## config.mk

```make
export PLATFORM = sky130hd
export DESIGN_NAME = ptb_time_base
export DESIGN_NICKNAME = d
export VERILOG_FILES = /design/src/pkg/ptb_pkg.sv /design/src/hw/ptb_time_base.sv
export SDC_FILE = /design/constraint.sdc
export NUM_CORES = 1
export LEC_CHECK = 0
export BUFFER_PORTS_ARGS = -buffer_cell sky130_fd_sc_hd__buf_4
export CORE_MARGIN = 5
export CORE_UTILIZATION = 23
export CTS_CLUSTER_SIZE = 10
export DETAILED_ROUTE_END_ITERATION = 7
export GPL_ROUTABILITY_DRIVEN = 1
export GPL_TIMING_DRIVEN = 1
export MAX_ROUTING_LAYER = met4
export SKIP_LAST_GASP = 1
export SYNTH_ARGS = -nofsm -noshare
export SYNTH_HDL_FRONTEND = slang
export SYNTH_SLANG_ARGS = --single-unit
```

## constraint.sdc

```tcl
create_clock -name clk_in -period 6 [get_ports clk_in]
set_input_delay 0.3 -clock clk_in [delete_from_list [all_inputs] [get_ports clk_in]]
set_output_delay 0.3 -clock clk_in [all_outputs]
set_load 0.01 [all_outputs]
```

## src/pkg/ptb_pkg.sv

```systemverilog
// Operation
// 15-bit counter, prescaler, postscaler, readable count
// Count bit 15 reads direction, 1 down
// Enable starts/stops; disable keeps count
// Period match resets or reverses next tick
// Zero period stops counter, no events
// Zero active period blocks reload until disabled
// 2-bit mode: 00 free-run, 01 single-shot
// Event depends on mode and postscale
// Free-run returns to zero, keeps counting
// Free-run event per match, postscaled
// Single-shot match zeroes count, clears enable
// Single-shot one event, postscaler ignored
// Mode 10 up/down, event at zero
// Mode 11 events at zero and match
// Prescaler 1:1, 1:4, 1:16, 1:64
// Count/control writes clear scaler counters
// Step on prescale tick; postscale 1..16
// Export count, direction; reset clears state
package ptb_pkg;
  localparam int CW = 15;
  localparam int AW = 3;
  localparam logic [AW-1:0] ADDR_CONTROL = 3'h0;
  localparam logic [AW-1:0] ADDR_COUNT   = 3'h1;
  localparam logic [AW-1:0] ADDR_PERIOD  = 3'h2;
  localparam logic [AW-1:0] ADDR_STATUS  = 3'h3;
  localparam logic [AW-1:0] ADDR_CLEAR   = 3'h4;
  localparam logic [AW-1:0] ADDR_IRQ_EN  = 3'h5;
  // Control layout
  localparam int BIT_ENABLE  = 15;
  localparam int OPS_LSB     = 4;
  localparam int CKPS_LSB    = 2;
  localparam int MOD_LSB     = 0;
  localparam int DIR_BIT     = 15;
  // Status bits
  localparam int ST_EVENT    = 0;
  localparam int ST_ZERO     = 1;
  localparam int ST_MATCH    = 2;
  localparam int NST         = 3;
  localparam logic [1:0] MODE_FREE   = 2'h0;
  localparam logic [1:0] MODE_SINGLE = 2'h1;
  localparam logic [1:0] MODE_UPDN   = 2'h2;
  localparam logic [1:0] MODE_DOUBLE = 2'h3;
  localparam logic [CW-1:0] CNT_ZERO = 15'h0000;
  localparam logic [CW-1:0] CNT_ONE  = 15'h0001;
  localparam logic [5:0] PRE_1  = 6'h00;
  localparam logic [5:0] PRE_4  = 6'h03;
  localparam logic [5:0] PRE_16 = 6'h0F;
  localparam logic [5:0] PRE_64 = 6'h3F;
  localparam logic [15:0] DATA_ZERO = 16'h0000;
endpackage

```

## src/hw/ptb_time_base.sv

```systemverilog
// Implementation choices: the address-and-strobe port and the placing of the registers.
`timescale 1ns/1ps
module ptb_time_base (
  input  wire logic                   clk_in,
  input  wire logic                   rst_n_in,
  input  wire logic                   clk_en_in,
  input  wire logic [ptb_pkg::AW-1:0] addr_in,
  input  wire logic [15:0]            wdata_in,
  input  wire logic                   wr_in,
  input  wire logic                   rd_in,
  output logic      [15:0]            rdata_out,
  output logic      [ptb_pkg::CW-1:0] count_out,
  output logic                        count_direction_flag_out,
  output logic                        event_out,
  output logic                        irq_out
);
  import ptb_pkg::*;

  logic            timebase_enable_ff;
  logic [3:0]      postscale_select_ff;
  logic [1:0]      prescale_select_ff;
  logic [1:0]      timebase_mode_select_ff;
  logic [CW-1:0]   count_ff;
  logic            dir_ff;
  logic [CW-1:0]   period_buf_ff;
  logic [CW-1:0]   period_ff;
  logic [5:0]      pre_ff;
  logic [3:0]      post_ff;
  logic [NST-1:0]  status_ff;
  logic [NST-1:0]  irq_en_ff;
  logic [15:0]     rdata_ff;
  logic            event_ff;

  wire wr_ctl  = wr_in && addr_in == ADDR_CONTROL;
  wire wr_cnt  = wr_in && addr_in == ADDR_COUNT;
  wire wr_per  = wr_in && addr_in == ADDR_PERIOD;
  wire wr_clr  = wr_in && addr_in == ADDR_CLEAR;
  wire wr_ien  = wr_in && addr_in == ADDR_IRQ_EN;
  wire scaler_clr = wr_cnt || wr_ctl;


  wire [5:0] pre_limit = (prescale_select_ff == 2'h0) ? PRE_1 :
                         (prescale_select_ff == 2'h1) ? PRE_4 :
                         (prescale_select_ff == 2'h2) ? PRE_16 : PRE_64;
  wire pre_tick   = timebase_enable_ff && pre_ff == pre_limit;
  wire per_zero   = period_ff == CNT_ZERO;
  wire step       = pre_tick && !per_zero;
  wire at_match   = count_ff == period_ff;
  wire updown     = timebase_mode_select_ff[1];
  wire match_step = step && at_match && !dir_ff;
  wire zero_step  = step && updown && dir_ff && count_ff == CNT_ONE;
  // Reload points: zero reached or reset after match; only if period nonzero R6
  wire reload_pt  = (!updown && match_step) || zero_step;
  wire post_src   = updown ? zero_step : match_step;
  wire post_done  = post_ff == postscale_select_ff;

  wire fire = (timebase_mode_select_ff == MODE_SINGLE) ? match_step :
              (timebase_mode_select_ff == MODE_DOUBLE) ? (match_step || zero_step) :
              (post_src && post_done);

  wire [CW-1:0] count_up = count_ff + CNT_ONE;
  wire [CW-1:0] count_dn = count_ff - CNT_ONE;
  wire [NST-1:0] ev_vec  = {match_step, zero_step || (!updown && match_step), fire};
  wire [NST-1:0] clr_vec = wr_clr ? wdata_in[NST-1:0] : {NST{1'b0}};

  wire [15:0] rd_mux =
    (addr_in == ADDR_CONTROL) ? {timebase_enable_ff, 7'h00, postscale_select_ff,
                                 prescale_select_ff, timebase_mode_select_ff} :
    (addr_in == ADDR_COUNT)   ? {dir_ff, count_ff} :
    (addr_in == ADDR_PERIOD)  ? {1'b0, period_buf_ff} :
    (addr_in == ADDR_STATUS)  ? {13'h0000, status_ff} :
    (addr_in == ADDR_IRQ_EN)  ? {13'h0000, irq_en_ff} : DATA_ZERO;

  always_ff @(posedge clk_in or negedge rst_n_in) begin
    if (!rst_n_in) begin
      timebase_enable_ff      <= 1'b0;
      postscale_select_ff     <= 4'h0;
      prescale_select_ff      <= 2'h0;
      timebase_mode_select_ff <= MODE_FREE;
      count_ff                <= CNT_ZERO;
      dir_ff                  <= 1'b0;
      period_buf_ff           <= CNT_ZERO;
      period_ff               <= CNT_ZERO;
      pre_ff                  <= 6'h00;
      post_ff                 <= 4'h0;
      status_ff               <= {NST{1'b0}};
      irq_en_ff               <= {NST{1'b0}};
      rdata_ff                <= DATA_ZERO;
      event_ff                <= 1'b0;
    end else if (clk_en_in) begin
      rdata_ff <= rd_in ? rd_mux : DATA_ZERO;
      event_ff <= fire;
      // Set wins over clear
      status_ff <= (status_ff & ~clr_vec) | ev_vec;
      if (wr_ien) begin
        irq_en_ff <= wdata_in[NST-1:0];
      end
      if (wr_per) begin
        period_buf_ff <= wdata_in[CW-1:0];
      end

      if (wr_ctl) begin
        timebase_enable_ff      <= wdata_in[BIT_ENABLE];
        postscale_select_ff     <= wdata_in[OPS_LSB +: 4];
        prescale_select_ff      <= wdata_in[CKPS_LSB +: 2];
        timebase_mode_select_ff <= wdata_in[MOD_LSB +: 2];
      end else if (match_step && timebase_mode_select_ff == MODE_SINGLE) begin
        timebase_enable_ff <= 1'b0;
      end
      // Period double buffer; zero active period only reloads while disabled
      if (!timebase_enable_ff || (reload_pt && !per_zero)) begin
        period_ff <= period_buf_ff;
      end
      // Prescaler
      if (scaler_clr || pre_tick) begin
        pre_ff <= 6'h00;
      end else if (timebase_enable_ff) begin
        pre_ff <= pre_ff + 6'h01;
      end
      // Postscaler
      if (scaler_clr || (post_src && post_done)) begin
        post_ff <= 4'h0;
      end else if (post_src) begin
        post_ff <= post_ff + 4'h1;
      end
      // Counter
      if (wr_cnt) begin
        count_ff <= wdata_in[CW-1:0];
      end else if (step) begin
        if (match_step && !updown) begin
          count_ff <= CNT_ZERO;
        end else if (match_step) begin
          dir_ff   <= 1'b1;
          count_ff <= count_dn;
        end else if (dir_ff) begin
          count_ff <= count_dn;
          if (count_ff == CNT_ONE) begin
            dir_ff <= 1'b0;
          end
        end else begin
          count_ff <= count_up;
        end
      end
    end
  end

  assign rdata_out                = rdata_ff;
  assign count_out                = count_ff;
  assign count_direction_flag_out = dir_ff;
  assign event_out                = event_ff;
  assign irq_out                  = |(status_ff & irq_en_ff);
endmodule

```

# == Word level (Yosys, flattened, before mapping) ==
# Index checks and enable logic that the tools add are counted.
# word_totals
ff_bits,88
in_bits,24
output_inout_bits,34
elab_cells,107
# op_classes
add_sub_neg,4
eq_ne,13
muxes,27
n_bitwise,6
reduce_logical,43
# ops
op,n
2-to-1 mux 15 bit,6
2-to-1 mux 16 bit,3
2-to-1 mux 6 bit,5
logical AND 1 bit,16
AND reduction 2 bit,8
"adder 15 x 1 -> 15 bit, second input constant",1
"equality test 15 x 1 -> 1 bit, second input constant",1
equality test 15 bit,1
zero test 15 bit,1
"subtractor 15 x 1 -> 15 bit, second input constant",1
2-to-1 mux 3 bit,3
2-to-1 mux 1 bit,8
2-to-1 mux 4 bit,2
nonzero test 2 bit,4
"adder 6 x 1 -> 6 bit, second input constant",1
bitwise AND 3 bit,2
"equality test 3 x 2 -> 1 bit, second input constant",2
"equality test 3 bit, second input constant",2
equality test 6 bit,1
logical OR 1 bit,6
"adder 4 x 1 -> 4 bit, second input constant",1
"equality test 2 x 1 -> 1 bit, second input constant",2
"equality test 2 bit, second input constant",2
equality test 4 bit,1
9 further kinds,13

# == Depth between registers and ports, before layout ==
# logic_depth
word_depth,15
ltp_mapped,10
ltp_nobuf,8

# == Worst setup path after synthesis ==
# Ideal clock, no wire load.
# synth_path
path_kind,reg2reg
start,register count_ff[8] (netlist: count_out[8])
end,register period_ff[10]
setup_time_ps,125
t_arrival_ps,2663
required_ps,5875
slack_ps,3212
path_stages_with_launch,11
synth_period_minus_slack_ps,2788
cell_sequence,dfrtp_1 buf_6 or4_4 or3_4 or3_4 o31ai_2 and2_1 buf_6 o21ai_4 buf_12 mux2_4
# synth_between
elab_chain_len,8
# synth_lines
item,line_no,text
start: declaration,ptb_time_base.sv:23,logic [CW-1:0] count_ff;
start signal: assignment,ptb_time_base.sv:128,count_ff <= wdata_in[CW-1:0];
start signal: assignment,ptb_time_base.sv:134,count_ff <= count_dn;
start signal: assignment,ptb_time_base.sv:136,count_ff <= count_dn;
equality test 15 bit,ptb_time_base.sv:48,wire at_match = count_ff == period_ff;
logical AND 1 bit (2 in a row),ptb_time_base.sv:50,wire match_step = step && at_match && !dir_ff;
logical AND 1 bit,ptb_time_base.sv:53,wire reload_pt = (!updown && match_step) || zero_step;
logical OR 1 bit *,ptb_time_base.sv:53,
logical AND 1 bit *,ptb_time_base.sv:111,if (!timebase_enable_ff || (reload_pt && !per_zero)) begin
logical OR 1 bit *,ptb_time_base.sv:111,
AND reduction 2 bit (no source line) *,--,
end signal: assignment,ptb_time_base.sv:112,period_ff <= period_buf_ff;
end: declaration,ptb_time_base.sv:26,logic [CW-1:0] period_ff;
# Every way passes the cells marked *; elsewhere a longest branch is shown, timed or not.
# A chain may end at the register's enable or synchronous reset.

# == Worst setup path after layout ==
# layout_path
start,register pre_ff[1]
end,register count_ff[7] (netlist: count_out[7])
# layout_between
elab_chain_len,9
# layout_lines
item,line_no,text
start: declaration,ptb_time_base.sv:27,logic [5:0] pre_ff;
start signal: assignment,ptb_time_base.sv:118,pre_ff <= pre_ff + 6'h01;
equality test 6 bit *,ptb_time_base.sv:45,wire pre_tick = timebase_enable_ff && pre_ff == pre_limit;
logical AND 1 bit *,ptb_time_base.sv:45,
logical AND 1 bit *,ptb_time_base.sv:47,wire step = pre_tick && !per_zero;
logical AND 1 bit (2 in a row),ptb_time_base.sv:50,
2-to-1 mux 15 bit or logical AND 1 bit (tied branches),"ptb_time_base.sv:132, ptb_time_base.sv:130",
2-to-1 mux 15 bit,ptb_time_base.sv:130,if (match_step && !updown) begin
2-to-1 mux 15 bit,ptb_time_base.sv:129,end else if (step) begin
2-to-1 mux 15 bit,ptb_time_base.sv:127,if (wr_cnt) begin
# Every way passes the cells marked *; elsewhere a longest branch is shown, timed or not. The select of a mux whose other input is x is not followed.

==> summary.md <==
| Metric | Value |
|---|---|
| Status | completed |
| Starting Density | 23.1% |
| Post-synth cell types | 60 |
| Worst setup SP type | register |
| RSZ-0062 raised after global routing | no |
| Setup Fix Bufs, Post-CTS | 0 |
| Fin cells | 816 |
| R2r endpoint | count_out[7] |
| Slew @ Worst Pin | 0.946 ns |
| Syn Inst Count | 492 |
| Clock buffer depth | 2 |
| DR iter-0 viols | 462 |
| Total grt overflow | 0 |
| Static Leak | 2.54 nW |
| Vias in the first global route | 4113 |
| Largest fanout on the critical path | 21 |
| Fraction of registers with async set/reset | 100% |
| R2r startpoint | pre_ff[1] |
| Layout cells sized above 1 | 23.7% |
| Final Setup Violations | 0 |
| Gr usage total | 13.0% |
| Fin. Hold Viols | 0 |
| Post-synthesis register bit count | 88 |
| Maximum vdd drop | 0.000141 V |
| Post-CTS Resized | 0 |
| CTS H-Tree Depth | 3 |
| Skew-Pair Late Insertion Delay | 0.34 ns |
| CP endpoint kind | register |
| Reg2reg setup slack | 2.95 ns |
| CTS tree | done |
| Final net count | 562 |
| Netlist Area Pre-Place | 0.00499 mm2 |
| Detailed Routing Iterations Pass 1 | 6 |
| Hold_buf cts | 1 |
| Highest clock rate | 328 MHz |
| Buffers on Ports | 57 |
| CTS Sinks | 88 |
| HPWL Detailed | 11400 um |
| Worst Setup EP | count_out[7] |
| Area of the multi-input gates | 0.00255 mm2 |
| Period utilization | 50.9% |
| Routed wire per std cell | 19.0 um |
| Synth top area share | 44.1% |
| Core Area | 0.0216 mm2 |
| Initial antenna violation count | 0 |
| CTS Root Cell | clkbuf_16 |
| Die Area | 0.0248 mm2 |
| # rows | 54 |
| Die height | 157 um |
| Max_slew headroom | 36.7% |
| Die span in x | 157 um |
| Sequential cell area | 0.00220 mm2 |
| Worst Setup SP | pre_ff[1] |
| Worst Reg2Reg Path Length in Cells | 7 |
| Number of synthesis warnings | 0 |
| Diode count | 0 |
| WS Path Type | register to register |
| DRC viols | 0 |
| Routed via count | 4075 |
| Syn_nets | 521 |
| Post-synthesis sequential area ratio | 44.1% |
| Clock Skews | 0.00795 ns |
| Hold Slack | 0.168 ns |
| Hold Crit Class | input port to register |
| Area growth from synthesis to layout | 19.1% |
| Antenna Nets Post-Route | 0 |
| Fillers | 2296 |
| Required @ worst endpoint | 6.22 ns |
| Pwr dens | 324 mW/mm2 |
| Global-route wire length before repair | 24400 um |
| Largest net degree at the start of global routing | 59 |
| Max-cap violations | 0 |
| Number of synthesized flops with an enable pin | 0 |
| Worst Hold Launch | wdata_in[15] |
| IO Pins | 58 |
| Synth area leader | dfrtp_1 |
| Clock Pin Slew Worst Setup and Hold Paths | 0.06 ns |
| Ranking of synthesized cells by area | dfrtp_1 (44%), mux2_2 (7.2%), o2bb2ai_1 (4.0%) |
| Num CTS Buffers | 9 |
| Main synth FF type | dfrtp_1 |
| Data arrival time of the worst path | 3.27 ns |
| Synth Area per Inst | 10.2 um2 |
| Fin util | 27.5% |
| Tmin final | 3.05 ns |
| Placed cells | 801 |
| Setup_tns | 0 ns |
| Via/cell ratio | 4.99 |
| Final Routed Wirelength | 15500 um |
| Final Slew Violations | 0 |
| Gpl congestion | 0.896 |
## metal layers
layer  vias to the layer above  part of all wire, %  track usage [%]  wire length [um]
li1                       1894                    -                -                 -
met1                      2026                   48             18.1              7370
met2                       138                   45             19.6              6990
met3                        17                  5.8             2.36               902
met4                         0                  1.4             3.73               210
met5                         -                    0                -                 0
## stage by stage
stage / setup WS, ns / power [mW] / area (um2)
floorplan: 3.21 / 1.15 / 4990
global placement: 3.06 / 1.34 / 5640
detailed placement: 3.00 / 1.35 / 5640
CTS: 2.97 / 1.95 / 5950
global route: 2.69 / 2.03 / 5950
finish: 2.95 / 1.93 / 5950
## worst min path at each step
stage	end	slack, ns	depth (start not counted)
floorplan	count_direction_flag_out	0.004	0
global placement	rdata_out[9]	0.26	1
detailed placement	rdata_out[9]	0.26	1
CTS	timebase_enable_ff	0.16	3
global route	timebase_enable_ff	0.17	3
finish	timebase_enable_ff	0.17	3
## worst max-delay path: stages (launching register included)
cell       delay [ns]
dfrtp_1          0.42
or4b_1           0.52
nor4_1           0.38
o221a_2          0.37
a31o_2           0.46
clkinv_1         0.38
a32oi_1          0.30
o2bb2ai_1        0.09
## synthesized netlist by cell type (all sizes together), types with 6 or more instances
master,number
dfrtp,88
mux2,42
nand2,35
nor2,24
o2bb2ai,23
clkbuf,22
o21ai,22
inv,20
nand3,20
xor2,18
nor3,16
a21oi,14
mux2i,14
a22oi,13
nor2b,13
buf,10
nor4,10
o22ai,10
o211ai,7
xnor2,7
nand4,6
## state kept, by name, summed over array words and instances (netlist names)
register / flops
rdata_out: 16
count_out: 15
period_buf_ff: 15
period_ff: 15
pre_ff: 6
post_ff: 4
postscale_select_ff: 4
irq_en_ff: 3
status_ff: 3
prescale_select_ff: 2
timebase_mode_select_ff: 2
count_direction_flag_out: 1
event_out: 1
timebase_enable_ff: 1
## layout by cell type (no fill, tap or decap), drive strengths merged, types with 6 or more instances in the layout
master / netlist / layout
mux2i: 14 / 14
o211ai: 7 / 7
mux2: 42 / 42
o2bb2ai: 23 / 23
dfrtp: 88 / 88
xor2: 18 / 18
buf: 10 / 61
o21ai: 22 / 22
nand3: 20 / 20
o22ai: 10 / 10
nor3: 16 / 16
nor4: 10 / 10
nand2: 35 / 35
nor2: 24 / 24
a22oi: 13 / 13
xnor2: 7 / 7
a21oi: 14 / 14
nor2b: 13 / 13
nand4: 6 / 6
inv: 20 / 20
clkbuf: 22 / 11
## where the power goes
group | leakage [nW] | switching, mW | internal [mW] | total (mW)
Combinational | 1.28 | 0.225 | 0.235 | 0.461
Sequential | 1.11 | 0.169 | 0.708 | 0.877
Clock | 0.146 | 0.229 | 0.361 | 0.591
## layout make-up
cell class / count / area share (%)
Timing Repair Buffer: 62 / 7.87
Multi-Input combinational cell: 351 / 42.8
Clock inverter: 3 / 1.16
Inverter: 21 / 1.32
Sequential cell: 88 / 37.0
Tap cell: 280 / 5.89
Clock buffer: 11 / 3.91
## kinds of logic (layout without fill, tap and decap cells)
family	Yosys count	count (layout)	synth area share, %
flops	88	88	44.1
xor+xnor	25	25	4.38
simple gates	150	150	15.6
compound gates	115	115	16.7
mux	56	56	13.0
fa+ha+maj	5	5	1.25
buf+inv	53	97	4.88
(Power assumes the default switching activity.)
